--- src/design/fbrp_pkg.sv ---
package fbrp_pkg;
	// ------------------------------------------------------------
	// Sizes and timing.
	// ------------------------------------------------------------
	localparam int ADDR_W = 22;
	localparam int DATA_W = 16;
	localparam int BANK_LSB = 20;
	localparam int SECTOR_LSB = 15;
	localparam int CLK_MHZ = 100;
	localparam int SLOW_CLK_MHZ = 6;
	// System cycles in one burst clock period at the slow limit, rounded up.
	localparam int SLOW_PERIOD_CYC = (CLK_MHZ + SLOW_CLK_MHZ - 1) / SLOW_CLK_MHZ;
	localparam logic [7:0] SLOW_PERIOD_CNT = 8'(SLOW_PERIOD_CYC);
	localparam logic [5:0] GAP_CYC = 6'h02;

	// ------------------------------------------------------------
	// Register map and reset values.
	// ------------------------------------------------------------
	localparam logic [11:0] OFS_CFG = 12'h000;
	localparam logic [11:0] OFS_CMD = 12'h004;
	localparam logic [11:0] OFS_STATUS = 12'h008;
	localparam logic [11:0] OFS_ADDR = 12'h00C;
	localparam logic [7:0] CMD_READ_ARRAY = 8'h00;
	localparam int CFG_W = 9;

	// ------------------------------------------------------------
	// Address points and burst modes.
	// ------------------------------------------------------------
	localparam logic [5:0] LOW_3D = 6'h3D;
	localparam logic [5:0] LOW_3E = 6'h3E;
	localparam logic [5:0] LOW_3F = 6'h3F;
	localparam logic [1:0] MODE_CONT = 2'h0;
	localparam logic [1:0] MODE_W8 = 2'h1;
	localparam logic [1:0] MODE_W16 = 2'h2;
	localparam logic [1:0] MODE_W32 = 2'h3;

	// Configuration word, bit 0 upward: wait states, mode, edge, ready timing, sync.
	typedef struct packed {
		logic sync_en;
		logic ready_early;
		logic falling_edge;
		logic [1:0] mode;
		logic [3:0] wait_states;
	} fbrp_cfg_s;
	localparam fbrp_cfg_s CFG_RST = fbrp_cfg_s'(9'h005);

	// Host control pins after synchronisation.
	typedef struct packed {
		logic strobe_n;
		logic ce_n;
		logic oe_n;
		logic we_n;
		logic clk;
	} fbrp_pins_s;
	localparam logic [4:0] PINS_RST = 5'h1E;

	typedef enum logic [4:0] {
		ST_IDLE = 5'h01,
		ST_ASYNC = 5'h02,
		ST_WAIT = 5'h04,
		ST_BURST = 5'h08,
		ST_STATUS = 5'h10
	} fbrp_state_e;
endpackage

--- src/design/fbrp_top.sv ---
`timescale 1ns/100ps
// Operation
// - Address captured at strobe rising edge, then addressed word is driven.
// - All banks read array until a command register write changes it.
// - Reset puts the state machine into array reading.
// - Start asynchronous; after burst configuration only synchronous reads are taken.
// - First word after initial latency; each later active edge advances address.
// - Continuous burst adds two cycles at each 64-word boundary, ready low.
// - Standard handshaking devices skip the boundary gap.
// - Reduced handshaking: start low bits 3Dh add one initial cycle.
// - Reduced handshaking: 3Eh adds two initial cycles, skips next boundary gap.
// - Reduced handshaking: 3Fh adds three initial cycles, skips next boundary gap.
// - Continuous burst wraps at top; ends on chip enable, reset, new address.
// - Crossing into an idle bank adds the two-cycle gap.
// - Crossing into a busy bank returns status and ignores the clock.
// - Burst clock below 6 MHz adds latency shown by ready low.
// - Wrapped 8/16/32 modes stay in the aligned group, wrapping to its start.
// - Wrapped modes never cross the 64-word boundary, so no later boundary gaps.
// - Configuration holds wait states, mode, edge, ready timing, sync enable.
// - Reduced handshaking marks the first word by ready rising.
// - Standard handshaking adds one clock for odd start addresses.
// - Reads run in one bank while another programs or erases.
// - Ready low when data is not valid, high when valid.
// - Rising burst clock edge is active by default.

// ------------------------------------------------------------
// Three-stage pin synchroniser with agreement filter.
// ------------------------------------------------------------
module fbrp_sync #(
	parameter int W = 1,
	parameter logic [W-1:0] RST = '0
) (
	input wire logic i_clk,
	input wire logic i_reset_n,
	input wire logic [W-1:0] i_async,
	output logic [W-1:0] o_level
);
	logic [W-1:0] s1;
	logic [W-1:0] s2;
	logic [W-1:0] s3;

	// A change counts only once the second and third stages agree.
	always_ff @(posedge i_clk) begin
		if (!i_reset_n) begin
			s1 <= RST;
			s2 <= RST;
			s3 <= RST;
			o_level <= RST;
		end else begin
			s1 <= i_async;
			s2 <= s1;
			s3 <= s2;
			if (s2 == s3) begin
				o_level <= s3;
			end
		end
	end
endmodule

// ------------------------------------------------------------
// Burst read port top.
// ------------------------------------------------------------
module fbrp_top #(
	parameter bit REDUCED_WAIT = 1'b1,
	parameter int SLOW_EXTRA_WAIT = 1
) (
	input wire logic i_clk,
	input wire logic i_reset_n,
	input wire logic i_psel,
	input wire logic i_penable,
	input wire logic i_pwrite,
	input wire logic [11:0] i_paddr,
	input wire logic [31:0] i_pwdata,
	output logic [31:0] o_prdata,
	output logic o_pready,
	output logic o_pslverr,
	input wire logic [fbrp_pkg::ADDR_W-1:0] i_addr_lines,
	input wire logic i_addr_latch_strobe_n,
	input wire logic i_ce_n,
	input wire logic i_oe_n,
	input wire logic i_we_n,
	input wire logic i_burst_clk,
	output logic [fbrp_pkg::DATA_W-1:0] o_data_lines,
	output logic o_data_lines_oe_n,
	output logic o_ready,
	output logic [fbrp_pkg::ADDR_W-1:0] o_array_addr,
	input wire logic [fbrp_pkg::DATA_W-1:0] i_array_data,
	input wire logic [fbrp_pkg::DATA_W-1:0] i_status_word,
	input wire logic [3:0] i_bank_busy,
	input wire logic i_erase_suspended,
	input wire logic [fbrp_pkg::ADDR_W-fbrp_pkg::SECTOR_LSB-1:0] i_suspend_sector
);
	localparam int AW = fbrp_pkg::ADDR_W;

	fbrp_pkg::fbrp_pins_s pins;
	fbrp_pkg::fbrp_cfg_s cfg;
	fbrp_pkg::fbrp_state_e state;
	logic [AW-1:0] addr_f;
	logic [AW-1:0] cur_addr;
	logic [AW-1:0] nxt;
	logic [7:0] cmd;
	logic [5:0] gap;
	logic [5:0] adv_gap;
	logic [7:0] period_cnt;
	logic [31:0] rd_word;
	logic rd_err;
	logic skip_bound;
	logic strobe_d;
	logic clk_d;
	logic strobe_rise;
	logic clk_edge;
	logic run;
	logic adv;
	logic slow;
	logic bank_cross;
	logic busy_cur;
	logic busy_nxt;
	logic show_status;
	logic ready_now;

	// ------------------------------------------------------------
	// Pin synchronisers and edge detection.
	// ------------------------------------------------------------
	fbrp_sync #(.W(AW), .RST('0)) u_addr_sync (
		.i_clk(i_clk),
		.i_reset_n(i_reset_n),
		.i_async(i_addr_lines),
		.o_level(addr_f)
	);
	fbrp_sync #(.W(5), .RST(fbrp_pkg::PINS_RST)) u_pin_sync (
		.i_clk(i_clk),
		.i_reset_n(i_reset_n),
		.i_async({i_addr_latch_strobe_n, i_ce_n, i_oe_n, i_we_n, i_burst_clk}),
		.o_level(pins)
	);

	// Previous filtered levels for edge detection.
	always_ff @(posedge i_clk) begin
		if (!i_reset_n) begin
			strobe_d <= 1'b1;
			clk_d <= 1'b0;
		end else begin
			strobe_d <= pins.strobe_n;
			clk_d <= pins.clk;
		end
	end

	// Strobe rising edge latches; the configured burst clock edge steps the burst.
	assign strobe_rise = pins.strobe_n && !strobe_d;
	assign clk_edge = cfg.falling_edge ? (clk_d && !pins.clk) : (pins.clk && !clk_d);
	assign run = !pins.ce_n && pins.strobe_n && !strobe_rise;

	// ------------------------------------------------------------
	// Address helpers.
	// ------------------------------------------------------------
	// A location is busy if its bank is programming, or it lies in a suspended sector.
	function automatic logic busy_at(input logic [AW-1:0] a);
		return i_bank_busy[a[AW-1:fbrp_pkg::BANK_LSB]] ||
			(i_erase_suspended && a[AW-1:fbrp_pkg::SECTOR_LSB] == i_suspend_sector);
	endfunction

	// Initial latency in active edges for a latched start address.
	function automatic logic [5:0] init_lat(input logic [AW-1:0] a, input logic [3:0] ws);
		logic [5:0] x;
		x = {2'h0, ws};
		if (REDUCED_WAIT) begin
			if (a[5:0] == fbrp_pkg::LOW_3D) begin
				x = x + 6'h01;
			end else if (a[5:0] == fbrp_pkg::LOW_3E) begin
				x = x + 6'h02;
			end else if (a[5:0] == fbrp_pkg::LOW_3F) begin
				x = x + 6'h03;
			end
		end else begin
			x = x + {5'h00, a[0]};
		end
		return x;
	endfunction

	// Next burst address; wrapped modes keep the upper bits of the group.
	function automatic logic [AW-1:0] step_addr(input logic [AW-1:0] a, input logic [1:0] m);
		logic [AW-1:0] n;
		n = a + 1'b1;
		case (m)
			fbrp_pkg::MODE_W8: n = {a[AW-1:3], n[2:0]};
			fbrp_pkg::MODE_W16: n = {a[AW-1:4], n[3:0]};
			fbrp_pkg::MODE_W32: n = {a[AW-1:5], n[4:0]};
			default: n = n;
		endcase
		return n;
	endfunction

	// Advance decisions: boundary, bank crossing and slow clock gaps.
	assign nxt = step_addr(cur_addr, cfg.mode);
	assign busy_cur = busy_at(cur_addr);
	assign busy_nxt = busy_at(nxt);
	assign bank_cross = nxt[AW-1:fbrp_pkg::BANK_LSB] != cur_addr[AW-1:fbrp_pkg::BANK_LSB];
	assign slow = period_cnt >= fbrp_pkg::SLOW_PERIOD_CNT;
	assign adv = state == fbrp_pkg::ST_BURST && clk_edge && run && gap == 6'h00;
	always_comb begin
		adv_gap = 6'h00;
		if (bank_cross) begin
			adv_gap = fbrp_pkg::GAP_CYC;
		end else if (REDUCED_WAIT && cfg.mode == fbrp_pkg::MODE_CONT &&
				cur_addr[5:0] == fbrp_pkg::LOW_3F && !skip_bound) begin
			adv_gap = fbrp_pkg::GAP_CYC;
		end
		if (slow) begin
			adv_gap = adv_gap + 6'(SLOW_EXTRA_WAIT);
		end
	end

	// ------------------------------------------------------------
	// Burst clock period measurement.
	// ------------------------------------------------------------
	// Counts system cycles between active edges, saturating at the slow limit.
	always_ff @(posedge i_clk) begin
		if (!i_reset_n) begin
			period_cnt <= 8'h00;
		end else if (clk_edge) begin
			period_cnt <= 8'h01;
		end else if (!slow) begin
			period_cnt <= period_cnt + 8'h01;
		end
	end

	// ------------------------------------------------------------
	// Read sequencer.
	// ------------------------------------------------------------
	// Latches addresses, counts latency and gaps, and steps the burst address.
	always_ff @(posedge i_clk) begin
		if (!i_reset_n) begin
			state <= fbrp_pkg::ST_IDLE;
			cur_addr <= '0;
			gap <= 6'h00;
			skip_bound <= 1'b0;
		end else if (pins.ce_n) begin
			state <= fbrp_pkg::ST_IDLE;
		end else if (strobe_rise) begin
			cur_addr <= addr_f;
			gap <= init_lat(addr_f, cfg.wait_states);
			skip_bound <= REDUCED_WAIT &&
				(addr_f[5:0] == fbrp_pkg::LOW_3E || addr_f[5:0] == fbrp_pkg::LOW_3F);
			if (cfg.sync_en && busy_at(addr_f)) begin
				state <= fbrp_pkg::ST_STATUS;
			end else if (cfg.sync_en) begin
				state <= fbrp_pkg::ST_WAIT;
			end else begin
				state <= fbrp_pkg::ST_ASYNC;
			end
		end else if (!pins.strobe_n && state != fbrp_pkg::ST_ASYNC) begin
			state <= fbrp_pkg::ST_IDLE;
		end else if (clk_edge) begin
			case (state)
				fbrp_pkg::ST_WAIT: begin
					if (gap == 6'h00) begin
						state <= fbrp_pkg::ST_BURST;
					end else begin
						gap <= gap - 6'h01;
					end
				end
				fbrp_pkg::ST_BURST: begin
					if (gap != 6'h00) begin
						gap <= gap - 6'h01;
					end else begin
						cur_addr <= nxt;
						if (busy_nxt) begin
							state <= fbrp_pkg::ST_STATUS;
						end else begin
							gap <= adv_gap;
						end
						if (cur_addr[5:0] == fbrp_pkg::LOW_3F) begin
							skip_bound <= 1'b0;
						end
					end
				end
				default: state <= state;
			endcase
		end
	end

	// ------------------------------------------------------------
	// Data, ready and output enable.
	// ------------------------------------------------------------
	// Status replaces array data for busy locations or any non-read command.
	assign show_status = state == fbrp_pkg::ST_STATUS || cmd != fbrp_pkg::CMD_READ_ARRAY ||
		busy_cur;

	// Ready is low through latency and gaps; early timing looks one edge ahead.
	always_comb begin
		case (state)
			fbrp_pkg::ST_WAIT: ready_now = cfg.ready_early && gap == 6'h00;
			fbrp_pkg::ST_BURST: ready_now = cfg.ready_early ? gap <= 6'h01 : gap == 6'h00;
			default: ready_now = 1'b1;
		endcase
	end

	// Data, ready and enable outputs lag the sequencer one cycle, matching the array read delay; the array address does not.
	always_ff @(posedge i_clk) begin
		if (!i_reset_n) begin
			o_data_lines <= '0;
			o_data_lines_oe_n <= 1'b1;
			o_ready <= 1'b1;
		end else begin
			o_data_lines <= show_status ? i_status_word : i_array_data;
			o_data_lines_oe_n <= pins.ce_n || pins.oe_n || !pins.we_n;
			o_ready <= ready_now;
		end
	end
	assign o_array_addr = cur_addr;

	// ------------------------------------------------------------
	// APB register slave.
	// ------------------------------------------------------------
	// Read word and unmapped address decode.
	always_comb begin
		rd_word = 32'h0000_0000;
		rd_err = 1'b0;
		case (i_paddr)
			fbrp_pkg::OFS_CFG: rd_word = 32'(cfg);
			fbrp_pkg::OFS_CMD: rd_word = 32'(cmd);
			fbrp_pkg::OFS_STATUS: rd_word = 32'({skip_bound, cfg.sync_en, state});
			fbrp_pkg::OFS_ADDR: rd_word = 32'(cur_addr);
			default: rd_err = 1'b1;
		endcase
	end

	// Answer in the first access cycle, with no wait states.
	always_ff @(posedge i_clk) begin
		if (!i_reset_n) begin
			o_pready <= 1'b0;
			o_pslverr <= 1'b0;
			o_prdata <= 32'h0000_0000;
		end else begin
			o_pready <= i_psel && !i_penable;
			o_pslverr <= i_psel && !i_penable && rd_err;
			o_prdata <= (i_psel && !i_penable && !i_pwrite) ? rd_word : 32'h0000_0000;
		end
	end

	// Configuration and command writes take effect at the completing edge.
	always_ff @(posedge i_clk) begin
		if (!i_reset_n) begin
			cfg <= fbrp_pkg::CFG_RST;
			cmd <= fbrp_pkg::CMD_READ_ARRAY;
		end else if (i_psel && i_penable && o_pready && i_pwrite) begin
			case (i_paddr)
				fbrp_pkg::OFS_CFG: cfg <= fbrp_pkg::fbrp_cfg_s'(i_pwdata[fbrp_pkg::CFG_W-1:0]);
				fbrp_pkg::OFS_CMD: cmd <= i_pwdata[7:0];
				default: cmd <= cmd;
			endcase
		end
	end
endmodule

--- config.mk ---
export PLATFORM = sky130hd
export DESIGN_NAME = fbrp_top
export DESIGN_NICKNAME = d
export VERILOG_FILES = /design/src/design/fbrp_pkg.sv /design/src/design/fbrp_top.sv
export SDC_FILE = /design/constraint.sdc
export NUM_CORES = 1
export LEC_CHECK = 0
export ABC_AREA = 1
export BUFFER_PORTS_ARGS = -buffer_cell sky130_fd_sc_hd__buf_2
export CORE_ASPECT_RATIO = 1.1
export CORE_MARGIN = 2
export CORE_UTILIZATION = 54
export CTS_CLUSTER_DIAMETER = 80
export DETAILED_ROUTE_END_ITERATION = 12
export PLACE_DENSITY = 0.79
export RECOVER_POWER = 100
export SETUP_SLACK_MARGIN = 0.4
export SYNTH_ARGS = -nofsm -noshare
export SYNTH_HDL_FRONTEND = slang
export SYNTH_SLANG_ARGS = --single-unit
--- constraint.sdc ---
create_clock -name i_clk -period 2.5 [get_ports i_clk]
set_clock_uncertainty 0.1 [all_clocks]
set_input_delay 0.5 -clock i_clk [delete_from_list [all_inputs] [get_ports i_clk]]
set_output_delay 0.5 -clock i_clk [all_outputs]
set_load 0.1 [all_outputs]
# Yosys cells after proc, flatten, opt, wreduce, memory -nomap -nowiden
# Cells that the tools add are included.
[totals]
ff_bits = 221
word_cells = 181
in_bits = 120
out_inout_bits = 74
[op_classes]
add_sub_neg = 7
n_reduce_logical = 57
eq_ne = 31
n_mux = 48
magnitude_cmp = 5
n_bitwise = 2
[ops]
columns = ["cell", "n"]
rows = [
  ["2-to-1 mux 22 bit", 5],
  ["case mux 22 bit (4 select lines)", 1],
  ["case mux 22 bit (3 select lines)", 1],
  ["2-to-1 mux 5 bit", 10],
  ["2-to-1 mux 6 bit", 7],
  ["== test 12 x 4 -> 1 bit (second input constant)", 2],
  ["== test 6 bit (second input constant)", 4],
  ["adder 22 x 1 -> 22 bit (second input constant)", 1],
  ["== test 22 bit", 1],
  ["== test 7 bit", 3],
  ["AND reduction 6 bit", 3],
  ["logical AND 1 bit", 17],
  ["2-to-1 mux 16 bit", 1],
  ["2-to-1 mux 1 bit", 14],
  ["== test 12 x 3 -> 1 bit (second input constant)", 1],
  ["logical NOT 12 bit", 1],
  ["!= test 2 bit (second input constant)", 6],
  ["case mux 6 bit (2 select lines)", 1],
  ["adder 4 x 2 -> 5 bit (second input constant)", 2],
  ["case mux 5 bit (2 select lines)", 1],
  ["AND reduction 5 bit", 2],
  ["less-than comparator 2 x 3 -> 1 bit (second input constant)", 3],
  ["adder 8 x 1 -> 8 bit (second input constant)", 1],
  [">= comparator 8 x 5 -> 1 bit (second input constant)", 1],
  ["other kinds (34)", 61],
]

# Depth between registers and ports, before layout
# Gate-level depths: netlist of the first run.
[logic_depth]
ltp_word = 13
depth_mapped = 18
ltp_nobuf = 18

# Cells and area by module
# From an unflattened synthesis of the first run, not the netlist that was laid out.
[hier_totals]
cells_unflattened = 1379
hier_area_um2 = 9776.9
[modules_own_cells]
columns = ["mod", "cells_each", "area_each_um2", "seq_area_each_um2", "n_inst"]
rows = [
  ["fbrp_top", 808, 5674.2, 2062.0, 1],
  ["fbrp_sync (u_addr_sync)", 482, 3355.7, 1761.7, 1],
  ["fbrp_sync (u_pin_sync)", 89, 747.0, 400.4, 1],
]

# Worst setup path before layout of the first run
# Ideal clock, no wire load.
[synth_path]
path_kind = "reg2reg"
startpoint = "register cur_addr[1] (netlist: o_array_addr[1])"
endpoint = "register gap[2]"
setup_slack_ns = -0.457
stages_incl_launch_ff = 18
required_ns = 2.287
setup_ns = 0.113
period_less_slack_ns = 2.957
arrival_ns = 2.744
path_buffers = 1
path_cell_list = "dfxtp_1 -> ha_1 -> nand2_1 -> nor2_2 -> nand2_2 -> nor2_4 -> nand3_2 -> nand2_2 -> nand2_2 -> nand2_1 -> nand3_1 -> nand2_1 -> nand2_2 -> a21oi_4 -> buf_6 -> nand2_1 -> nand2_1 -> nor2_1"
[synth_via]
elab_chain_cells = 13
word_cells_on_any_way = 23
classes_between = "add/sub: 2; eq/ne: 4; mux: 12; reduce/logical: 5"
[synth_rtl]
columns = ["element", "line_no", "rtl"]
rows = [
  ["start, declared", "fbrp_top.sv:99", "logic [AW-1:0] cur_addr;"],
  ["start signal, assigned", "fbrp_top.sv:240", "cur_addr <= addr_f;"],
  ["start signal, assigned", "fbrp_top.sv:266", "cur_addr <= nxt;"],
  ["branches (longest 13 deep; another with adder 22 x 1 -> 22 bit)", "--", ""],
  ["end signal, assigned", "fbrp_top.sv:241", "gap <= init_lat(addr_f, cfg.wait_states);"],
  ["end signal, assigned", "fbrp_top.sv:259", "gap <= gap - 6'h01;"],
  ["end signal, assigned", "fbrp_top.sv:264", "gap <= gap - 6'h01;"],
  ["end, declared", "fbrp_top.sv:102", "logic [5:0] gap;"],
]
# Several ways; the timed one is not identified. The select of a mux whose other input is x is not followed.
# A chain may end at the register's enable or synchronous reset.

# Worst setup path in the final report of the first run
[layout_path]
startpoint = "register cur_addr[9] (netlist: o_array_addr[9])"
endpoint = "register gap[5]"
[layout_via]
elab_chain_cells = 12
word_cells_on_any_way = 19
classes_between = "add/sub: 2; eq/ne: 3; mux: 11; reduce/logical: 3"
[layout_rtl]
columns = ["element", "line_no", "rtl"]
rows = [
  ["adder 22 x 1 -> 22 bit (*)", "fbrp_top.sv:183", "n = a + 1'b1;"],
  ["case mux 22 bit (3 select lines) (*)", "fbrp_top.sv:184", "case (m)"],
  ["!= test 2 bit", "fbrp_top.sv:197", "assign bank_cross = nxt[AW-1:fbrp_pkg::BANK_LSB] != cur_addr[AW-1:fbrp_pkg::BANK_LSB];"],
  ["2-to-1 mux 2 bit", "fbrp_top.sv:202", "if (bank_cross) begin"],
  ["adder 6 x 1 -> 6 bit", "fbrp_top.sv:209", "adv_gap = adv_gap + 6'(SLOW_EXTRA_WAIT);"],
  ["2-to-1 mux 6 bit", "fbrp_top.sv:208", "if (slow) begin"],
  ["2-to-1 mux 6 bit", "fbrp_top.sv:267", "if (busy_nxt) begin"],
  ["2-to-1 mux 6 bit", "fbrp_top.sv:263", "if (gap != 6'h00) begin"],
  ["case mux 6 bit (2 select lines)", "fbrp_top.sv:254", "case (state)"],
  ["2-to-1 mux 6 bit", "fbrp_top.sv:253", "end else if (clk_edge) begin"],
  ["2-to-1 mux 6 bit", "fbrp_top.sv:251", "end else if (!pins.strobe_n && state != fbrp_pkg::ST_ASYNC) begin"],
  ["2-to-1 mux 6 bit", "fbrp_top.sv:239", "end else if (strobe_rise) begin"],
]
# Every way passes the cells marked *; elsewhere a longest branch is shown, timed or not. The select of a mux whose other input is x is not followed.

==> flow_summary.toml, run 1 <==
[finish]
nets = 1550
multi_input_comb_area_sq_um = 4120
fin_area_sq_um = 11100
drive_gt1_share_pct = 21.9
fillCellCount = 1401
area_delta_synth_final_pct = 22.4
seq_area_sq_um = 4290
antennaDiodeCount = 0

[cts]
clock-sinks = 211
cts_hold_buf = 0
htree_levels = 1
insertion_delay_ns = 0.49
clk_pin_slew_ns = 0.06
cts_tree = "built"
clockBufferDepth = 3
numCtsBuffers = 21
root_buffer = "clkbuf_16"

[die]
placementRows = 49
ioPinCount = 194
start_util_pct = 55.4
core_sq_um = 16400
die_h_microns = 140
die_w_microns = 128
die_area_sq_um = 17900

[place]
place_hpwl_mm = 16.5
place.gp.congestion = 0.988
port_buffers = 160
placed_cell_area_sq_um = 10300

[sta]
timing.hold.ws_ns = 0.0859
max_freq_mhz = 433
rsz0062_at_grt = "yes"
hold_viol_final = 0
setup_viol = 0
period_needed_ns = 2.31
fin_crit_sh_pct = 92.4
tightestPinTransition_ns = 1.47
maxSlewHeadroom_pct = 1.69
final-max-slew-violation-count = 0
tns_ns = 0

[grt]
busiest_layer = "met2"
met1_usage_pct = 33.2
grt_pass1_vias = 7551
grt_overflow = 0
use_met2_pct = 41.8
antenna_found_initial = 0
grt_max_degree = 130
grt_pass1_wl_mm = 36.4
grt_usage_pct = 24.8
global_route.usage.met3_pct = 3.67

[status]
status = "completed"

[logic_synthesis]
synth_area_per_cell_sq_um = 7.40
synth_cells = 1231
yosys_warnings = 0
syn_area_sq_um = 9100
synth_edf_count = 0
async_flop_share_pct = 0
yosys.cell_types.count = 44
synthFlopType = "dfxtp_1"
seq_area_frac_synth_pct = 46.4
ys_seq_elements = 211

[worst_setup_path]
cp_max_fo = 7
arrival_ns = 2.59
slowest_delay_ns = 0.42
cpMaxStageDelayCell = "dfxtp_2"
critical_path_class = "register to register"
reg2reg_depth = 15
cp.required_ns = 2.78
crit_top_cell = "nand2_2"
worstPathCellList = "nand2_1 > nor2_2 > nand3_4 > nor2_4 > nand3_2 > nand2_2 > nand2_2 > inv_2 > nand3_1 > nand2_2 > nand2_4 > a21oi_4 > o21ai_1 > nand2_1 > nor2_1"
startpoint_type = "register"
end_kind = "register"

[detailed_routing]
ant_nets = 0
routed_via_density = 5.12
drtIter0Drc = 750
route.detailed.drc = 0
wirelength_mm = 23.0
vias = 8380
first_pass_iters = 5
avgRoutedWirePerCell_microns = 14.1

[min_path]
worst_hold_path.num_cells = 3
hold_path_class = "input pin to register"

[power]
leakagePower_nw = 5.17
pwr_density_cell_nw_per_um2 = 650
vdd_drop_max_uv = 546

[run]
max_cap_viol_count = 0
placed cells by master (no fill, tap or decap), drive strengths merged, types with 4 or more instances in the layout:
cell / synthesis / final
nand2: 244 / 244
dfxtp: 211 / 211
inv: 190 / 189
nor2: 153 / 153
buf: 15 / 136
clkbuf: 34 / 100
o21ai: 75 / 75
a21oi: 71 / 72
nand3: 53 / 53
nor3: 28 / 28
or2: 22 / 22
o22ai: 18 / 18
xnor2: 17 / 17
a211oi: 16 / 16
nand4: 15 / 15
xor2: 11 / 11
ha: 11 / 11
conb: 1 / 10
nor4: 10 / 10
a31oi: 7 / 7
a221oi: 7 / 7
o2111ai: 4 / 4
o211ai: 4 / 4
final cells by class:
cell class	count	area share, %
Sequential cell	211	38.5
Multi-Input combinational cell	790	36.9
Timing Repair Buffer	204	9.89
Inverter	191	6.52
Clock buffer	32	5.46
Tap cell	204	2.29
Clock inverter	4	0.438
state kept, by name, indices dropped and copies added (netlist names), 5 cells and up:
register	flops
o_data_lines	16
u_addr_sync.s1	22
cmd	8
period_cnt	8
u_addr_sync.s2	22
u_pin_sync.s3	5
gap	6
u_pin_sync.s1	5
u_addr_sync.o_level	22
o_array_addr	22
u_addr_sync.s3	22
o_prdata	22
cfg	9
state	5
u_pin_sync.o_level	5
u_pin_sync.s2	5
cell families (layout without fill, tap and decap cells):
family,after synthesis,after routing,synth area share (%)
and+or+nand+nor,529,529,25.5
buffers and inverters,240,431,10.5
AOI/OAI and AO/OA,211,212,13.5
DFF,211,211,46.4
xor gates and xnor gates,28,28,2.69
adders and majority gates,11,11,1.51
other,1,10,0.0412
cell usage after synthesis, types with 2 or more instances:
| library cell | count | area (sq um) |
|---|---|---|
| nand2_1 | 236 | 886 |
| dfxtp_1 | 211 | 4220 |
| inv_1 | 186 | 698 |
| nor2_1 | 143 | 537 |
| o21ai_0 | 74 | 370 |
| a21oi_1 | 70 | 350 |
| nand3_1 | 50 | 250 |
| clkbuf_1 | 34 | 128 |
| nor3_1 | 25 | 125 |
| or2_2 | 21 | 131 |
| o22ai_1 | 18 | 113 |
| xnor2_1 | 17 | 149 |
| a211oi_1 | 16 | 120 |
| nand4_1 | 15 | 93.8 |
| buf_4 | 11 | 82.6 |
| ha_1 | 11 | 138 |
| xor2_1 | 11 | 96.3 |
| nor4_1 | 10 | 62.6 |
| nand2_2 | 8 | 50.1 |
| a221oi_1 | 7 | 61.3 |
| a31oi_1 | 7 | 43.8 |
| nor2_2 | 5 | 31.3 |
| nor2_4 | 5 | 56.3 |
| inv_2 | 4 | 15.0 |
| o2111ai_1 | 4 | 35.0 |
| o211ai_1 | 4 | 30.0 |
| a22oi_1 | 3 | 22.5 |
| nand3_2 | 3 | 30.0 |
| nor3_2 | 3 | 30.0 |
| a311oi_1 | 2 | 17.5 |
| and2_1 | 2 | 12.5 |
| buf_2 | 2 | 10.0 |
| o32ai_1 | 2 | 17.5 |
per-layer routing:
metal | part of all wire [%] | routed length (microns)
met2 | 48 | 11000
met5 | 0 | 0
met3 | 7.6 | 1740
met1 | 42 | 9780
met4 | 2.3 | 535
critical path: cells and delay by family (launching register included):
kind,cells,cell delay [ns]
DFF,1,0.42
AOI/OAI and AO/OA,2,0.33
buffers and inverters,1,0.05
and+or+nand+nor,12,1.30
worst paths after layout:
check                                       start                 end  slack [ns]
worst max-delay path              o_array_addr[9]              gap[5]        0.19
worst min-delay path             i_addr_lines[11]  u_addr_sync.s1[11]        0.09
worst max register to register    o_array_addr[9]              gap[5]        0.19
worst min register to register  u_addr_sync.s1[0]   u_addr_sync.s2[0]        0.31
power by group:
part / switching (mW) / internal, mW / leakage, nW
registers: 0.0505 / 3.45 / 1.74
clock network: 1.24 / 1.78 / 0.321
logic: 0.532 / 0.203 / 3.11
stage by stage:
stage,instances,setup WS (ns),total power [mW],utilization (%)
floorplan,1240,0.227,4.10,-
global placement,1583,0.159,4.28,62.5
detailed placement,1583,0.134,4.30,62.5
CTS,1626,0.253,7.30,67.1
global route,1636,0.0631,7.53,67.8
finish,1636,0.190,7.25,67.8
timing repair:
| action | 4_1_cts | 5_1_grt |
|---|---|---|
| gates cloned | 1 | 0 |
| setup endpoints to repair | 17 | 51 |
| buffers inserted | 6 | 10 |
| pin swaps | 8 | 25 |
| gates resized for setup | 10 | 38 |
Power figures use the tool's default switching activity.
==> inputs of run 2 (changes only) <==
ABC_AREA = not set   (was 1)
REMOVE_ABC_BUFFERS = 1   (was not set)
==> run 2 against run 1 <==
The flow now finishes with violations (negative setup slack). Non-clock buffer count increased by 45. Via count fell by 8.5%. Sequential cell count is the same. Power rose by 5.5%. Sequential share of layout area fell by 2.4 points. Area after synthesis is 0.88% higher. Global-route usage hardly changed. Cell count is 15% lower. Count of clock-buffer cells in the layout shrank 3. Register-to-register slack lost 0.24 ns. Setup slack worse by 0.24 ns. Combinational power decreased by 16%. Critical endpoint is now gap[4].
==> flow_summary.toml, run 2 <==
[sta]
fin_crit_sh_pct = 102
worst_slack_ns = -0.0465
max_freq_mhz = 393
tightestPinTransition_ns = 1.19
period_needed_ns = 2.55
hold_viol_final = 0
rsz0062_at_grt = "yes"
final-max-slew-violation-count = 0
tns_ns = -0.211
maxSlewHeadroom_pct = 21.1
setup_viol = 7

[worst_setup_path]
startpoint_type = "register"
arrival_ns = 2.84
cp.required_ns = 2.79
cp_max_fo = 7
end_kind = "register"
critical_path_class = "register to register"

[finish]
final_cells = 1397
drive_gt1_share_pct = 29.6
area_delta_synth_final_pct = 28.1
final_cell_mix = "194 x dfxtp_1, 100 x buf_2, 68 x buf_4"
antennaDiodeCount = 0
nets = 1304
final_core_utilization_pct = 69.9
final_common_cell = "dfxtp_1"

[die]
die_area_sq_um = 18100
ioPinCount = 194
die_h_microns = 141
die_w_microns = 128
start_util_pct = 54.6
placementRows = 50
core_sq_um = 16800

[logic_synthesis]
yosys_warnings = 0
yosys.cell_types.count = 80
ys_seq_elements = 211
synth_most_common_cell = "dfxtp_1"
synthFlopType = "dfxtp_1"
synth_top_family_by_area = "simple AND/OR/NAND/NOR gates"
synth-simple-area-share_pct = 24.7
syn_area_sq_um = 9190
synth_top_area_share_pct = 46.0
yosys-top-cells-area = "dfxtp_1 46%, mux2i_1 6.6%, and2_1 5.9%, nor2b_1 4.6%, xnor2_1 3.2%"
synth-adder-area-share_pct = 1.50
synth_area_leader_cell = "dfxtp_1"
seq_area_frac_synth_pct = 46.0
synth_mux_area_share_pct = 9.02
synth_area_per_cell_sq_um = 9.71
synth_xor_area_share_pct = 5.15
synth_common_cells = "211 x dfxtp_1, 86 x and2_1, 67 x nor2b_1, 61 x mux2i_1, 59 x nor2_1"
synth_compound_area_share_pct = 10.5
async_flop_share_pct = 0
synth_edf_count = 0
synth_cells = 946

[place]
place_hpwl_mm = 16.5
port_buffers = 160
place.gp.congestion = 0.919
place_inst = 1341
pre_cts_slack_ns = -0.174

[grt]
grt_overflow = 0
grt_usage_pct = 24.8
grt_pass1_wl_mm = 36.0
grt_pass1_vias = 7225
grt_max_degree = 83
antenna_found_initial = 0

[cts]
cts_hold_buf = 0
root_buffer = "clkbuf_16"
cts_tree = "built"
numCtsBuffers = 22
insertion_delay_ns = 0.51
clock-sinks = 211
clockBufferDepth = 3
htree_levels = 1
clk_pin_slew_ns = 0.06

[detailed_routing]
ant_nets = 0
vias = 7665
avgRoutedWirePerCell_microns = 16.8
routed_via_density = 5.49
route.detailed.drc = 0
wirelength_mm = 23.5
drtIter0Drc = 647
first_pass_iters = 5

[run]
max_cap_viol_count = 0

[min_path]
hold_path_class = "input pin to register"

[power]
pwr_density_cell_nw_per_um2 = 650
vdd_drop_max_uv = 579
leakagePower_nw = 5.09

[status]
status = "finished, violations left"
violations = "negative setup slack"
[run 2: cell types whose count changed after synthesis, moves of 31 or more]
cell,change
inv_1,-175
nor2b_1,+67
o21ai_0,-43
nor2_1,-84
mux2i_1,+61
nand3_1,-31
and2_1,+84
nand2_1,-185
[run 2: power by group]
part / internal, mW / switching (mW)
clock: 2.21 / 1.34
combinational: 0.221 / 0.395
sequential: 3.44 / 0.0357
total: 5.87 / 1.77
[run 2: kinds of logic after synthesis]
group / count (synthesis)
AOI/OAI and AO/OA: 141
muxes: 71
adders and majority gates: 11
buffers and inverters: 66
other: 1
and+or+nand+nor: 391
DFF: 211
xor gates and xnor gates: 54
[run 2: per-layer routing]
metal,up-vias,part of all wire (%),track usage (%)
met5,-,0,0
met4,0,3.0,9.37
met1,3626,40,29.7
met2,258,51,44.2
li1,3721,-,-
met3,60,5.6,4.10
[run 2: timing repair]
item / in CTS / in global routing
resized for setup: 39 / 49
endpoints found under the setup margin: 50 / 56
pin swaps: 8 / 17
setup buffers: 4 / 11
gates cloned: 1 / 0
[run 2: final cells by class]
| cell class | instances | area, sq um |
|---|---|---|
| fill | 1249 | 5060 |
| inverter | 11 | 41.3 |
| clock buffer | 29 | 638 |
| timing repair buffer | 249 | 1480 |
| multi-input combinational | 678 | 4930 |
| sequential | 211 | 4250 |
| clock inverter | 11 | 164 |
| tap | 208 | 260 |
[run 2: worst paths after layout]
| check | cells past startpoint | slack [ns] | start | endpoint |
|---|---|---|---|---|
| max reg2reg | 9 | -0.05 | o_array_addr[1] | gap[4] |
| min | 2 | 0.08 | i_addr_latch_strobe_n | u_pin_sync.s1[4] |
| max | 9 | -0.05 | o_array_addr[1] | gap[4] |
| min reg2reg | 1 | 0.31 | u_pin_sync.s1[1] | u_pin_sync.s2[1] |
[run 2: worst max-delay path, cell delays in order, from the launching register on]
cell and delay, ns:
dfxtp_4 0.37, buf_6 0.12, nand4_4 0.14, or3_4 0.44
nor3_4 0.17, xnor2_2 0.11, nor4_4 0.26, a31oi_4 0.18
a41o_4 0.32, a32o_1 0.21
[run 2: through the flow]
stage | hold WS, ns | power (mW) | cell area (sq um)
after CTS | 0.0706 | 7.69 | 11700
final | 0.0810 | 7.65 | 11800
after floorplan | 0.282 | 3.94 | 8970
after global routing | 0.0764 | 7.88 | 11800
after global placement | 0.306 | 4.14 | 10700
after detailed placement | 0.294 | 4.15 | 10700
